## src/logic/fsp_pkg.sv

```systemverilog
// Shared constants, field positions and carrier types of the flash status and protection block.
package fsp_pkg;

  // Command opcodes taken from the serial link.
  localparam logic [7:0] OPC_WRITE_ENABLE = 8'h06;
  localparam logic [7:0] OPC_WRITE_DISABLE = 8'h04;
  localparam logic [7:0] OPC_VOLATILE_ENABLE = 8'h50;
  localparam logic [7:0] OPC_STATUS_WRITE = 8'h01;
  localparam logic [7:0] OPC_STATUS_READ = 8'h05;

  // Status byte positions, normal view.
  localparam int SB_BUSY = 0;
  localparam int SB_WEL = 1;
  localparam int SB_PROT_LO = 2;
  localparam int SB_PROT_HI = 7;
  // Status byte positions, OTP view.
  localparam int SB_OTP_RSVD = 2;
  localparam int SB_OTP_LO = 3;
  localparam int SB_OTP_HI = 7;

  // Values after power-up.
  localparam logic [5:0] NV_PROT_RESET = 6'h00;
  localparam logic [4:0] OTP_NV_RESET = 5'h00;

  // Frame bit counts.
  localparam logic [4:0] CMD_BITS = 5'h08;
  localparam logic [4:0] CMD_DATA_BITS = 5'h10;
  localparam logic [4:0] BIT_CNT_MAX = 5'h11;

  // Timing.
  localparam int CLK_PERIOD_NS = 100;
  localparam int VOLATILE_UPDATE_TIME_NS = 50;
  localparam int VOLATILE_UPDATE_CYCLES =
    (VOLATILE_UPDATE_TIME_NS / CLK_PERIOD_NS < 1) ? 1 : VOLATILE_UPDATE_TIME_NS / CLK_PERIOD_NS;
  localparam logic [15:0] STATUS_WRITE_CYCLES = 16'h0064;

  // Array geometry used by the protection check.
  localparam logic [8:0] ARRAY_BLOCKS = 9'h100;
  localparam logic [3:0] BP_ALL_CODE = 4'h9;

  typedef enum logic [2:0] {
    OP_PAGE_PROGRAM,
    OP_QUAD_PAGE_PROGRAM,
    OP_SECTOR_ERASE,
    OP_HALF_BLOCK_ERASE,
    OP_BLOCK_ERASE,
    OP_CHIP_ERASE
  } fsp_op_kind_t;

  typedef enum logic [1:0] {
    PIN_HOLD,
    PIN_RESET,
    PIN_DATA_IO
  } fsp_pin_mode_t;

  typedef enum logic {
    SWR_IDLE,
    SWR_BUSY
  } fsp_swr_state_t;

  typedef struct packed {
    logic valid;
    fsp_op_kind_t kind;
    logic otp_sector;
    logic [23:0] addr;
  } fsp_op_req_t;

  typedef struct packed {
    logic grant;
    logic reject;
  } fsp_op_ans_t;

endpackage : fsp_pkg

```

## src/logic/fsp_protect.sv

```systemverilog
// Address check against the block-protect region and the boot-lock region.
`timescale 1ns/100ps
module fsp_protect
  import fsp_pkg::*;
(
  // Protection settings
  input wire logic [3:0] block_protect_in,
  input wire logic top_bottom_select_in,
  input wire logic boot_lock_enable_in,
  input wire logic boot_lock_size_in,
  // Target
  input wire logic [23:0] addr_in,
  output logic blocked_out
);

  logic [8:0] nblk;
  logic [8:0] blk;
  logic bp_hit;
  logic boot_hit;

  // The region grows by powers of two 64KB blocks: codes 1 to 8 give 1 to 128 blocks, code 9 and up the whole array.
  always_comb begin
    nblk = 9'h000;
    if (block_protect_in >= BP_ALL_CODE) begin
      nblk = ARRAY_BLOCKS;
    end else if (block_protect_in != 4'h0) begin
      nblk = 9'(9'h001 << (block_protect_in - 4'h1));
    end
    blk = {1'b0, addr_in[23:16]};
    if (top_bottom_select_in) begin
      bp_hit = blk < nblk;
    end else begin
      bp_hit = blk >= 9'(ARRAY_BLOCKS - nblk);
    end
  end

  always_comb begin
    if (boot_lock_size_in) begin
      boot_hit = top_bottom_select_in ? (addr_in[23:12] == 12'h000) : (addr_in[23:12] == 12'hfff);
    end else begin
      boot_hit = top_bottom_select_in ? (addr_in[23:16] == 8'h00) : (addr_in[23:16] == 8'hff);
    end
    blocked_out = (bp_hit && block_protect_in != 4'h0) || (boot_lock_enable_in && boot_hit);
  end

endmodule : fsp_protect

```

## src/logic/fsp_sync.sv

```systemverilog
// Two-flop synchroniser for pins that arrive from outside the clock domain.
`timescale 1ns/100ps
module fsp_sync #(
  parameter int WIDTH = 1,
  parameter logic [WIDTH-1:0] RESET_VALUE = '0
) (
  // Clock and reset
  input wire logic clk_in,
  input wire logic rstn_in,
  // Pins
  input wire logic [WIDTH-1:0] async_in,
  output logic [WIDTH-1:0] sync_out
);

  logic [WIDTH-1:0] meta_q;

  always_ff @(posedge clk_in or negedge rstn_in) begin
    if (!rstn_in) begin
      meta_q <= RESET_VALUE;
      sync_out <= RESET_VALUE;
    end else begin
      meta_q <= async_in;
      sync_out <= meta_q;
    end
  end

endmodule : fsp_sync

```

## src/logic/fsp_top.sv

```systemverilog
// Status register, write-enable latch and write-protect qualification of a serial flash.
// Behaviour
// - Volatile-enable command leaves the latch alone; a status write in the very next frame updates volatile bits.
// - A volatile status write updates protection bits 7..2, or OTP bits 6..3 in OTP mode, right after deselect.
// - Software or pin reset reloads volatile bits from their non-volatile copies.
// - Write-disable clears the latch, or in OTP mode returns to normal mode.
// - Latch clears at power-up and when non-volatile status write, program or erase completes.
// - Status read works anytime and repeats the current value while selected.
// - Bit 0 is busy: one during status write, program or erase cycles.
// - Bit 1 shows the latch; without it non-volatile status writes, programs and erases are rejected.
// - Block-protect bits pick a region where program and erase are blocked.
// - Chip erase runs only with all block-protect bits and boot-lock enable zero.
// - Boot-lock enable locks the sector or block chosen by top/bottom and size.
// - Protect bit set with protect pin low freezes bits and refuses status writes.
// - Top/bottom select places regions at top when zero, bottom when one.
// - Boot-lock size selects 4KB sector when one, 64KB block when zero.
// - Pin-disable bit turns off protect and hold/reset pins; quad mode does too.
// - Hold/reset select makes shared pin hold or reset while pins are enabled.
// - OTP lock set once by status write blocks OTP program and erase forever.
// - OTP view maps lock, pin disable, hold/reset, size, top/bottom, 0, latch, busy.
// - Busy in the status read equals the busy bit of the second status register.
// - Write-enable command sets the latch needed by every write instruction except a volatile status write.
// - Deselect after a valid non-volatile status write starts a timed busy cycle, then clears latch.
`timescale 1ns/100ps
module fsp_top
  import fsp_pkg::*;
(
  // Clock and reset
  input wire logic clk_in,
  input wire logic rstn_in,
  // Serial link pins
  input wire logic sclk_in,
  input wire logic cs_n_in,
  input wire logic mosi_in,
  output logic miso_out,
  output logic miso_oe_out,
  // Protect and shared hold/reset pins
  input wire logic wp_n_in,
  input wire logic hold_reset_n_in,
  // Mode and reset events from the command decoder
  input wire logic quad_mode_in,
  input wire logic otp_mode_enter_in,
  input wire logic soft_reset_in,
  // Program and erase engine
  input wire fsp_op_req_t op_req_in,
  output fsp_op_ans_t op_ans_out,
  input wire logic engine_busy_in,
  input wire logic op_done_in,
  // Status and pin-function outputs
  output logic [7:0] status_out,
  output logic busy_out,
  output logic otp_mode_out,
  output fsp_pin_mode_t pin_mode_out,
  output logic hold_active_out,
  output logic device_reset_out
);

  logic sclk_s;
  logic cs_n_s;
  logic mosi_s;
  logic wp_n_s;
  logic hold_reset_n_s;

  fsp_sync #(
    .WIDTH(5),
    .RESET_VALUE(5'h0b)
  ) u_sync (
    .clk_in(clk_in),
    .rstn_in(rstn_in),
    .async_in({sclk_in, cs_n_in, mosi_in, wp_n_in, hold_reset_n_in}),
    .sync_out({sclk_s, cs_n_s, mosi_s, wp_n_s, hold_reset_n_s})
  );

  function automatic logic frame_is(input logic [4:0] cnt, input logic [15:0] sh,
                                    input logic [7:0] opc, input logic with_data);
    if (with_data) begin
      frame_is = (cnt == CMD_DATA_BITS) && (sh[15:8] == opc);
    end else begin
      frame_is = (cnt == CMD_BITS) && (sh[7:0] == opc);
    end
  endfunction : frame_is

  // Control state.
  logic [5:0] nv_prot_q, nv_prot_d;
  logic [5:0] vol_prot_q, vol_prot_d;
  logic [4:0] otp_nv_q, otp_nv_d;
  logic [3:0] otp_vol_q, otp_vol_d;
  logic write_enable_latch_q, write_enable_latch_d;
  logic vol_en_q, vol_en_d;
  logic otp_mode_q, otp_mode_d;
  fsp_swr_state_t swr_state_q, swr_state_d;
  logic [15:0] swr_cnt_q, swr_cnt_d;
  logic [7:0] swr_data_q, swr_data_d;
  logic swr_otp_q, swr_otp_d;
  fsp_op_ans_t ans_q, ans_d;
  logic [7:0] status_q, status_d;
  logic busy_q, busy_d;
  fsp_pin_mode_t pin_mode_q, pin_mode_d;
  logic hold_q, hold_d;
  logic rst_q, rst_d;

  // Frame state.
  logic sclk_prev_q, sclk_prev_d;
  logic cs_prev_q, cs_prev_d;
  logic [15:0] sh_q, sh_d;
  logic [4:0] cnt_q, cnt_d;
  logic rd_q, rd_d;
  logic [7:0] tx_q, tx_d;
  logic [2:0] txcnt_q, txcnt_d;
  logic miso_q, miso_d;
  logic miso_oe_q, miso_oe_d;

  // Effective fields.
  logic [3:0] block_protect;
  logic boot_lock_enable;
  logic status_protect_bit;
  logic top_bottom_select;
  logic boot_lock_size;
  logic hold_reset_pin_select;
  logic control_pins_disable;
  logic otp_lock;
  logic write_in_progress;
  logic pins_enabled;
  fsp_pin_mode_t pin_mode;
  logic hw_protected;
  logic any_reset;
  logic hold_now;
  logic frame_end;
  logic prot_blocked;
  logic [7:0] status_view;

  always_comb begin
    block_protect = vol_prot_q[3:0];
    boot_lock_enable = vol_prot_q[4];
    status_protect_bit = vol_prot_q[5];
    top_bottom_select = otp_vol_q[0];
    boot_lock_size = otp_vol_q[1];
    hold_reset_pin_select = otp_vol_q[2];
    control_pins_disable = otp_vol_q[3];
    otp_lock = otp_nv_q[4];
    write_in_progress = (swr_state_q == SWR_BUSY) || engine_busy_in;
    pins_enabled = !control_pins_disable && !quad_mode_in;
    if (!pins_enabled) begin
      pin_mode = PIN_DATA_IO;
    end else if (hold_reset_pin_select) begin
      pin_mode = PIN_RESET;
    end else begin
      pin_mode = PIN_HOLD;
    end
    // The protect pin only counts while the pin functions are enabled.
    hw_protected = status_protect_bit && !wp_n_s && pins_enabled;
    any_reset = soft_reset_in || (pin_mode == PIN_RESET && !hold_reset_n_s);
    hold_now = (pin_mode == PIN_HOLD) && !hold_reset_n_s;
    frame_end = cs_n_s && !cs_prev_q;
    if (otp_mode_q) begin
      status_view = {otp_lock, control_pins_disable, hold_reset_pin_select, boot_lock_size,
                     top_bottom_select, 1'b0, write_enable_latch_q, write_in_progress};
    end else begin
      status_view = {vol_prot_q, write_enable_latch_q, write_in_progress};
    end
  end

  fsp_protect u_protect (
    .block_protect_in(block_protect),
    .top_bottom_select_in(top_bottom_select),
    .boot_lock_enable_in(boot_lock_enable),
    .boot_lock_size_in(boot_lock_size),
    .addr_in(op_req_in.addr),
    .blocked_out(prot_blocked)
  );

  always_comb begin
    nv_prot_d = nv_prot_q;
    vol_prot_d = vol_prot_q;
    otp_nv_d = otp_nv_q;
    otp_vol_d = otp_vol_q;
    write_enable_latch_d = write_enable_latch_q;
    vol_en_d = vol_en_q;
    otp_mode_d = otp_mode_q || otp_mode_enter_in;
    swr_state_d = swr_state_q;
    swr_cnt_d = swr_cnt_q;
    swr_data_d = swr_data_q;
    swr_otp_d = swr_otp_q;
    ans_d = '0;
    // Completions clear the latch first so a write-enable in the same cycle still sets it.
    if (op_done_in) begin
      write_enable_latch_d = 1'b0;
    end
    if (swr_state_q == SWR_BUSY) begin
      if (swr_cnt_q == 16'h0000) begin
        swr_state_d = SWR_IDLE;
        write_enable_latch_d = 1'b0;
        if (swr_otp_q) begin
          // OTP bits only program towards one and never back.
          otp_nv_d = otp_nv_q | swr_data_q[SB_OTP_HI:SB_OTP_LO];
          otp_vol_d = otp_vol_q | swr_data_q[SB_OTP_HI-1:SB_OTP_LO];
        end else begin
          nv_prot_d = swr_data_q[SB_PROT_HI:SB_PROT_LO];
          vol_prot_d = swr_data_q[SB_PROT_HI:SB_PROT_LO];
        end
      end else begin
        swr_cnt_d = swr_cnt_q - 16'h0001;
      end
    end
    if (op_req_in.valid) begin
      if (!write_enable_latch_q || write_in_progress) begin
        ans_d.reject = 1'b1;
      end else if (op_req_in.kind == OP_CHIP_ERASE) begin
        ans_d.grant = (block_protect == 4'h0) && !boot_lock_enable;
        ans_d.reject = !ans_d.grant;
      end else if (op_req_in.otp_sector) begin
        ans_d.grant = !otp_lock;
        ans_d.reject = otp_lock;
      end else begin
        ans_d.grant = !prot_blocked;
        ans_d.reject = prot_blocked;
      end
    end
    if (frame_end) begin
      vol_en_d = 1'b0;
      if (frame_is(cnt_q, sh_q, OPC_WRITE_ENABLE, 1'b0)) begin
        write_enable_latch_d = 1'b1;
      end else if (frame_is(cnt_q, sh_q, OPC_WRITE_DISABLE, 1'b0)) begin
        if (otp_mode_q) begin
          // An entry request in the same cycle wins over the exit.
          otp_mode_d = otp_mode_enter_in;
        end else begin
          write_enable_latch_d = 1'b0;
        end
      end else if (frame_is(cnt_q, sh_q, OPC_VOLATILE_ENABLE, 1'b0)) begin
        vol_en_d = 1'b1;
      end else if (frame_is(cnt_q, sh_q, OPC_STATUS_WRITE, 1'b1) &&
                   !write_in_progress && !hw_protected) begin
        if (vol_en_q) begin
          if (otp_mode_q) begin
            otp_vol_d = sh_q[SB_OTP_HI-1:SB_OTP_LO];
          end else begin
            vol_prot_d = sh_q[SB_PROT_HI:SB_PROT_LO];
          end
        end else if (write_enable_latch_q) begin
          swr_state_d = SWR_BUSY;
          swr_cnt_d = STATUS_WRITE_CYCLES - 16'h0001;
          swr_data_d = sh_q[7:0];
          swr_otp_d = otp_mode_q;
        end
      end
    end
    // A reset drops the volatile copies and aborts a status write in flight.
    if (any_reset) begin
      vol_prot_d = nv_prot_q;
      otp_vol_d = otp_nv_q[3:0];
      write_enable_latch_d = 1'b0;
      vol_en_d = 1'b0;
      otp_mode_d = 1'b0;
      swr_state_d = SWR_IDLE;
      ans_d = '0;
    end
    status_d = status_view;
    busy_d = write_in_progress;
    pin_mode_d = pin_mode;
    hold_d = hold_now;
    rst_d = any_reset;
  end

  always_ff @(posedge clk_in or negedge rstn_in) begin
    if (!rstn_in) begin
      nv_prot_q <= NV_PROT_RESET;
      vol_prot_q <= NV_PROT_RESET;
      otp_nv_q <= OTP_NV_RESET;
      otp_vol_q <= OTP_NV_RESET[3:0];
      write_enable_latch_q <= 1'b0;
      vol_en_q <= 1'b0;
      otp_mode_q <= 1'b0;
      swr_state_q <= SWR_IDLE;
      swr_cnt_q <= 16'h0000;
      swr_data_q <= 8'h00;
      swr_otp_q <= 1'b0;
      ans_q <= '0;
      status_q <= 8'h00;
      busy_q <= 1'b0;
      pin_mode_q <= PIN_HOLD;
      hold_q <= 1'b0;
      rst_q <= 1'b0;
    end else begin
      nv_prot_q <= nv_prot_d;
      vol_prot_q <= vol_prot_d;
      otp_nv_q <= otp_nv_d;
      otp_vol_q <= otp_vol_d;
      write_enable_latch_q <= write_enable_latch_d;
      vol_en_q <= vol_en_d;
      otp_mode_q <= otp_mode_d;
      swr_state_q <= swr_state_d;
      swr_cnt_q <= swr_cnt_d;
      swr_data_q <= swr_data_d;
      swr_otp_q <= swr_otp_d;
      ans_q <= ans_d;
      status_q <= status_d;
      busy_q <= busy_d;
      pin_mode_q <= pin_mode_d;
      hold_q <= hold_d;
      rst_q <= rst_d;
    end
  end

  // Frame shifter: mode 0, data in on rising edges, status out on falling edges.
  always_comb begin
    sclk_prev_d = sclk_s;
    cs_prev_d = cs_n_s;
    sh_d = sh_q;
    cnt_d = cnt_q;
    rd_d = rd_q;
    tx_d = tx_q;
    txcnt_d = txcnt_q;
    miso_d = miso_q;
    miso_oe_d = 1'b0;
    if (cs_n_s || any_reset) begin
      cnt_d = 5'h00;
      rd_d = 1'b0;
      txcnt_d = 3'h0;
    end else if (!hold_now) begin
      miso_oe_d = rd_q;
      if (sclk_s && !sclk_prev_q) begin
        sh_d = {sh_q[14:0], mosi_s};
        if (cnt_q != BIT_CNT_MAX) begin
          cnt_d = cnt_q + 5'h01;
        end
        if (cnt_q == CMD_BITS - 5'h01 && {sh_q[6:0], mosi_s} == OPC_STATUS_READ) begin
          rd_d = 1'b1;
        end
      end else if (!sclk_s && sclk_prev_q && rd_q) begin
        miso_oe_d = 1'b1;
        // Each new byte takes a fresh snapshot so busy can be polled in one frame.
        if (txcnt_q == 3'h0) begin
          miso_d = status_view[7];
          tx_d = {status_view[6:0], 1'b0};
        end else begin
          miso_d = tx_q[7];
          tx_d = {tx_q[6:0], 1'b0};
        end
        txcnt_d = txcnt_q + 3'h1;
      end
    end
  end

  always_ff @(posedge clk_in or negedge rstn_in) begin
    if (!rstn_in) begin
      sclk_prev_q <= 1'b0;
      cs_prev_q <= 1'b1;
      sh_q <= 16'h0000;
      cnt_q <= 5'h00;
      rd_q <= 1'b0;
      tx_q <= 8'h00;
      txcnt_q <= 3'h0;
      miso_q <= 1'b0;
      miso_oe_q <= 1'b0;
    end else begin
      sclk_prev_q <= sclk_prev_d;
      cs_prev_q <= cs_prev_d;
      sh_q <= sh_d;
      cnt_q <= cnt_d;
      rd_q <= rd_d;
      tx_q <= tx_d;
      txcnt_q <= txcnt_d;
      miso_q <= miso_d;
      miso_oe_q <= miso_oe_d;
    end
  end

  assign miso_out = miso_q;
  assign miso_oe_out = miso_oe_q;
  assign op_ans_out = ans_q;
  assign status_out = status_q;
  assign busy_out = busy_q;
  assign otp_mode_out = otp_mode_q;
  assign pin_mode_out = pin_mode_q;
  assign hold_active_out = hold_q;
  assign device_reset_out = rst_q;

endmodule : fsp_top

```

## config.mk

```make
export PLATFORM = sky130hd
export DESIGN_NAME = fsp_top
export DESIGN_NICKNAME = d
export VERILOG_FILES = /design/src/logic/fsp_pkg.sv /design/src/logic/fsp_protect.sv /design/src/logic/fsp_sync.sv /design/src/logic/fsp_top.sv
export SDC_FILE = /design/constraint.sdc
export NUM_CORES = 1
export LEC_CHECK = 0
export BUFFER_PORTS_ARGS = -buffer_cell sky130_fd_sc_hd__buf_2
export CORE_UTILIZATION = 55
export CTS_CLUSTER_DIAMETER = 40
export DETAILED_ROUTE_END_ITERATION = 6
export HOLD_SLACK_MARGIN = 0.15
export PLACE_DENSITY = 0.75
export SLEW_MARGIN = 30
export SYNTH_ARGS = -nofsm -noshare
export SYNTH_HDL_FRONTEND = slang
export SYNTH_SLANG_ARGS = --single-unit
```

## constraint.sdc

```tcl
create_clock -name clk_in -period 3.5 [get_ports clk_in]
set_input_delay 0.7 -clock clk_in [delete_from_list [all_inputs] [get_ports clk_in]]
set_output_delay 0.7 -clock clk_in [all_outputs]
set_load 0.02 [all_outputs]
```

### Word-level counts from Yosys, hierarchy flattened

Cells that the tools add are included.

* memories kept: 0
* ROM bits: 0
* word-level logic and storage cells: 224
* output and inout port bits: 18
* bits in writable memories: 0
* latch bits: 0
* register bits after elaboration: 112
* input bits: 41

* reductions and logical operators: 59
* multipliers: 0
* shifts and indexed selects: 1
* multiplexer cells: 102
* divide/modulo/power cells: 0
* add/sub/neg operators: 5
* eq/ne operators: 15
* bitwise gates (word level): 10
* $lt $le $gt $ge: 3

Operator list (count)
* $mux W16: 9
* $mux W6: 11
* $mux W1: 54
* $mux W4: 11
* $eq A8 B3 Y1 const B: 3
* $mux W5: 4
* $logic_and A1 B1 Y1: 19
* $mux W9: 2
* $reduce_and A3 Y1: 6
* $logic_not A16 Y1: 1
* $mux W8: 2
* $sub A16 B1 Y16 const B: 1
* $logic_not A1 Y1: 14
* $eq A12 B12 Y1 const B: 1
* $logic_not A12 Y1: 1
* $mux W3: 4
* $mux W2: 5
* $reduce_bool A2 Y1: 5
* $ge A8 B9 Y1: 1
* $lt A8 B9 Y1: 1
* $shl A1 B4 Y9 const A: 1
* $sub A9 B9 Y9 const A: 1
* $eq A8 B1 Y1 const B: 1
* $eq A8 B7 Y1 const B: 1
* 24 further kinds: 36

### Depth between registers and ports, before layout

* depth in word-level cells: 20
* mapped depth: 14
* depth with buffers taken out: 12

### By module

From an unflattened synthesis, not the netlist that was laid out.

* cell total of the unflattened synthesis: 502
* area total of the unflattened synthesis: 5405.2 µm²

Modules (own cells, without submodules)
* fsp_top: area each 4499.3 µm², seq. area each 2453.6 µm², times used 1, cells each 396
* fsp_protect: area each 648.1 µm², seq. area each 0.0 µm², times used 1, cells each 96
* fsp_sync: area each 257.7 µm², seq. area each 257.7 µm², times used 1, cells each 10

### Least setup slack after synthesis

No wires, ideal clock.

* path kind: register to register
* start point: register vol_prot_q[1]
* end point: register ans_q, in the netlist op_ans_out[0]
* library setup time: 0.119 ns
* path buffers: 2
* stages on the path, launching flop included: 14
* setup slack: 0.769 ns
* clock period less this slack: 2.731 ns
* data arrival time: 2.612 ns
* required time: 3.381 ns
* cells stage by stage: dfrtp_1 > clkbuf_1 > nor2b_1 > nand2_1 > ha_1 > clkbuf_1 > a21oi_1 > o21ai_0 > ha_1 > a2111o_1 > a31oi_1 > o21ai_0 > a21o_1 > o21ba_2

RTL lines
* start: declaration: line fsp_top.sv:85 `logic [5:0] vol_prot_q, vol_prot_d;`
* start signal: assignment: line fsp_top.sv:286 `vol_prot_q <= vol_prot_d;`
* end signal: assignment: line fsp_top.sv:296 `ans_q <= ans_d;`
* end: declaration: line fsp_top.sv:95 `fsp_op_ans_t ans_q, ans_d;`

==> impl_metrics.csv <==
group,metric,value,unit
run_status,outcome,"finished, final reports clean",
clock_tree,cts_max_path_buffers,2,
hold_path,hold_class,"flip-flop to flip-flop",
sta,clock_skew,0.0139,ns
logic_synthesis,syn-cell-area,5460,um^2
sta,period_minus_slack,3.00,ns
clock_tree,postCtsSetupRepairBufs,0,
layout,multiInputGateArea,2600,um^2
layout,drive_gt1_share,22.4,%
power,p_comb_share,7.9,%
placement,dpl_cell_area,5810,um^2
logic_synthesis,ys_ff_latch,108,
sta,slew_violations,0,
global_route,grt_usage,23.2,%
worst_setup_path,path_cells,"nor2b_1 > nand2_1 > ha_1 > o21ai_0 > o21ai_0 > ha_1 > a2111o_1 > a31oi_1 > o21ai_0 > a211o_1 > o21ai_1",
clock_tree,clock_sinks,108,
sta,rsz0062_at_grt,"no",
logic_synthesis,synth.distinct_cells,59,
placement,io_buffer_count,46,
logic_synthesis,avgSynthCellArea,11.0,um^2
layout,n_fill_cell,753,
routing,first_iter_violations,164,
routing,route.detailed.drc,0,
worst_setup_path,rrSetupSlack,0.50,ns
global_route,grt_pass1_wl,18.2,mm
power,power.internal,1.73,mW
sta,clock.fmax,334,MHz
power,swShare,25.3,%
worst_setup_path,arrival,3.28,ns
global_route,grt_pass1_vias,3656,
clock_tree,numCtsBuffers,9,
layout,syn_to_final_growth,10.3,%
clock_tree,cts.clk_slew.worst_paths,0.11,ns
layout,most-common-layout-cells,"101 x dfrtp_1, 45 x buf_2, 36 x nor2_1, 34 x mux2_2, 28 x nand2_1",
worst_setup_path,crit_path_frequent_cell,"o21ai_0",
logic_synthesis,synthArstFlopShare,100,%
die,io_pins,59,
power,power.density,385,nW/um^2
logic_synthesis,yosysWarnings,0,
worst_setup_path,cp.required,3.79,ns
worst_setup_path,crit_slowest_cell,"dfrtp_1",
logic_synthesis,syn_inst,496,
routing,via_count,3886,
routing,dr.pass1.iters,5,
routing,wire_per_inst,16.3,um
power,p_leak,2.67,nW
die,die_x,102,um
logic_synthesis,ys.flop_type,"dfrtp_1",
worst_setup_path,start_kind,"flip-flop",
worst_setup_path,cp_max_fo,15,
die,fp.coreArea,9420,um^2
layout,final_common_cell,"dfrtp_1",
die,fp-row-count,35,
flow_run,maxCapViolCount,0,
routing,wl,11.0,mm
power,power_frac_clock,33.1,%
global_route,grt_overflow,0,
power,irDropWorstVdd,463,uV
clock_tree,cts_tree,"done",
die,initial_utilization,58.0,%
sta,worst_pin_slew,0.867,ns
global_route,grt_max_degree,85,
clock_tree,h-tree-depth,3,
worst_setup_path,end_kind,"flip-flop",
clock_tree,cts-root-buf,"clkbuf_8",
sta,setup_viol,0,
layout,final_nets,604,
layout,regArea,2710,um^2
routing,ant_nets,0,
sta,fin_tns_setup,0,ns
worst_setup_path,slowest_delay,0.62,ns
layout,diodes,0,
sta,post-route-period-util,85.6,%
sta,hold_violations,0,
power,seqPwrFrac,59.0,%
logic_synthesis,seq_area_frac_synth,49.7,%
logic_synthesis,synth_nets,560,
placement,routabilityCongestion,0.855,
placement,dpl.hpwl,7.90,mm
layout,fin_area,6020,um^2
clock_tree,cts_resized,0,
logic_synthesis,synth_edf_count,0,
clock_tree,holdBufCountCts,0,
worst_setup_path,criticalPathCategory,"flip-flop to flip-flop",
routing,vias_per_cell,5.77,
power,netSwitchingPower,0.585,mW
global_route,grt_antenna_before_repair,0,
clock_tree,clk_latency,0.38,ns
sta,slew_headroom,42.1,%
die,die-area,10300,um^2
die,die_y,102,um
routing by layer:
metal | track usage [%] | part of all wire, % | up-vias
li1 | - | - | 1904
met1 | 32.8 | 48 | 1897
met2 | 36.0 | 47 | 75
met3 | 5.66 | 3.8 | 10
met4 | 6.02 | 1.1 | 0
met5 | 0 | 0 | -
cell families (layout without fill, tap and decap cells):
kind of cell,after synthesis,count (layout),share of synthesized area [%]
muxes,49,49,9.85
and+or+nand+nor,173,173,18.9
buffers and inverters,36,85,2.82
adders and majority gates,23,23,5.27
xor gates and xnor gates,15,15,2.41
DFF,108,108,49.7
AOI/OAI and AO/OA,92,92,11.1
power groups by stage:
| stage | combinational, mW | clock, mW | sequential, mW |
|---|---|---|---|
| final | 0.183 | 0.766 | 1.37 |
| after global routing | 0.205 | 0.826 | 1.38 |
| after CTS | 0.185 | 0.784 | 1.37 |
| after detailed placement | 0.183 | 0 | 1.39 |
| after global placement | 0.175 | 0 | 1.39 |
| after floorplan | 0.104 | 0 | 1.37 |
synthesized netlist by cell type (7+ instances only):
library cell,number,area share (%)
a21o_1,14,1.9
mux2i_1,11,2.0
xor2_1,11,1.8
nand2_1,28,1.9
clkbuf_1,10,0.69
a21oi_1,16,1.5
dfrtp_1,101,46
or3_1,8,0.92
o31ai_1,9,1.2
nor2_1,36,2.5
mux2_2,34,7.0
nand4_1,9,1.0
nor2b_1,8,0.92
ha_1,23,5.3
nor3_1,12,1.1
nand2b_1,8,0.92
nand3_1,9,0.82
o21ai_0,22,2.0
and2_1,7,0.80
a31oi_1,9,1.0
inv_1,17,1.2
dfstp_2,7,3.4
nor4_1,10,1.1
worst paths after layout:
path                             startpoint                  to  cells after the start
min in group asynchronous           rstn_in       op_ans_out[1]                      1
max reg2reg                   vol_prot_q[1]       op_ans_out[1]                     11
max in group asynchronous           rstn_in  u_sync.sync_out[0]                      2
min reg2reg                u_sync.meta_q[4]  u_sync.sync_out[4]                      0
min                        u_sync.meta_q[4]  u_sync.sync_out[4]                      0
max                           vol_prot_q[1]       op_ans_out[1]                     11
cell type report:
class / instances / share of cell area (%)
multi-input cells: 352 / 43.2
flip-flops and latches: 108 / 45.0
inverters: 17 / 1.06
well taps: 129 / 2.68
clock inverters: 5 / 0.997
repair buffers: 52 / 4.67
clock buffers: 11 / 2.35
worst max-delay path: cells and delay by family, from the launching register on:
family                     cells  cell delay (ns)
DFF                            1             0.62
AOI/OAI and AO/OA              7             1.43
adders and majority gates      2             0.53
and+or+nand+nor                2             0.33
state kept, by name, summed over array words and instances (netlist names), 2 cells and up:
signal / count
sh_q: 16
swr_cnt_q: 16
status_out: 8
tx_q: 7
nv_prot_q: 6
swr_data_q: 6
vol_prot_q: 6
cnt_q: 5
otp_nv_q: 5
u_sync.meta_q: 5
u_sync.sync_out: 5
otp_vol_q: 4
txcnt_q: 3
op_ans_out: 2
pin_mode_out: 2
per-stage QoR:
stage / instances / hold WS [ns] / power (mW) / utilization, % / setup WS (ns)
3_3_place_gp: 658 / 0.334 / 1.56 / 61.7 / 0.539
2_1_floorplan: 496 / 0.331 / 1.47 / - / 0.769
5_1_grt: 674 / 0.359 / 2.41 / 64.0 / 0.257
6_report: 674 / 0.350 / 2.32 / 64.0 / 0.504
4_1_cts: 674 / 0.350 / 2.33 / 63.9 / 0.516
3_5_place_dp: 658 / 0.335 / 1.57 / 61.7 / 0.552
(Power assumes the default switching activity.)
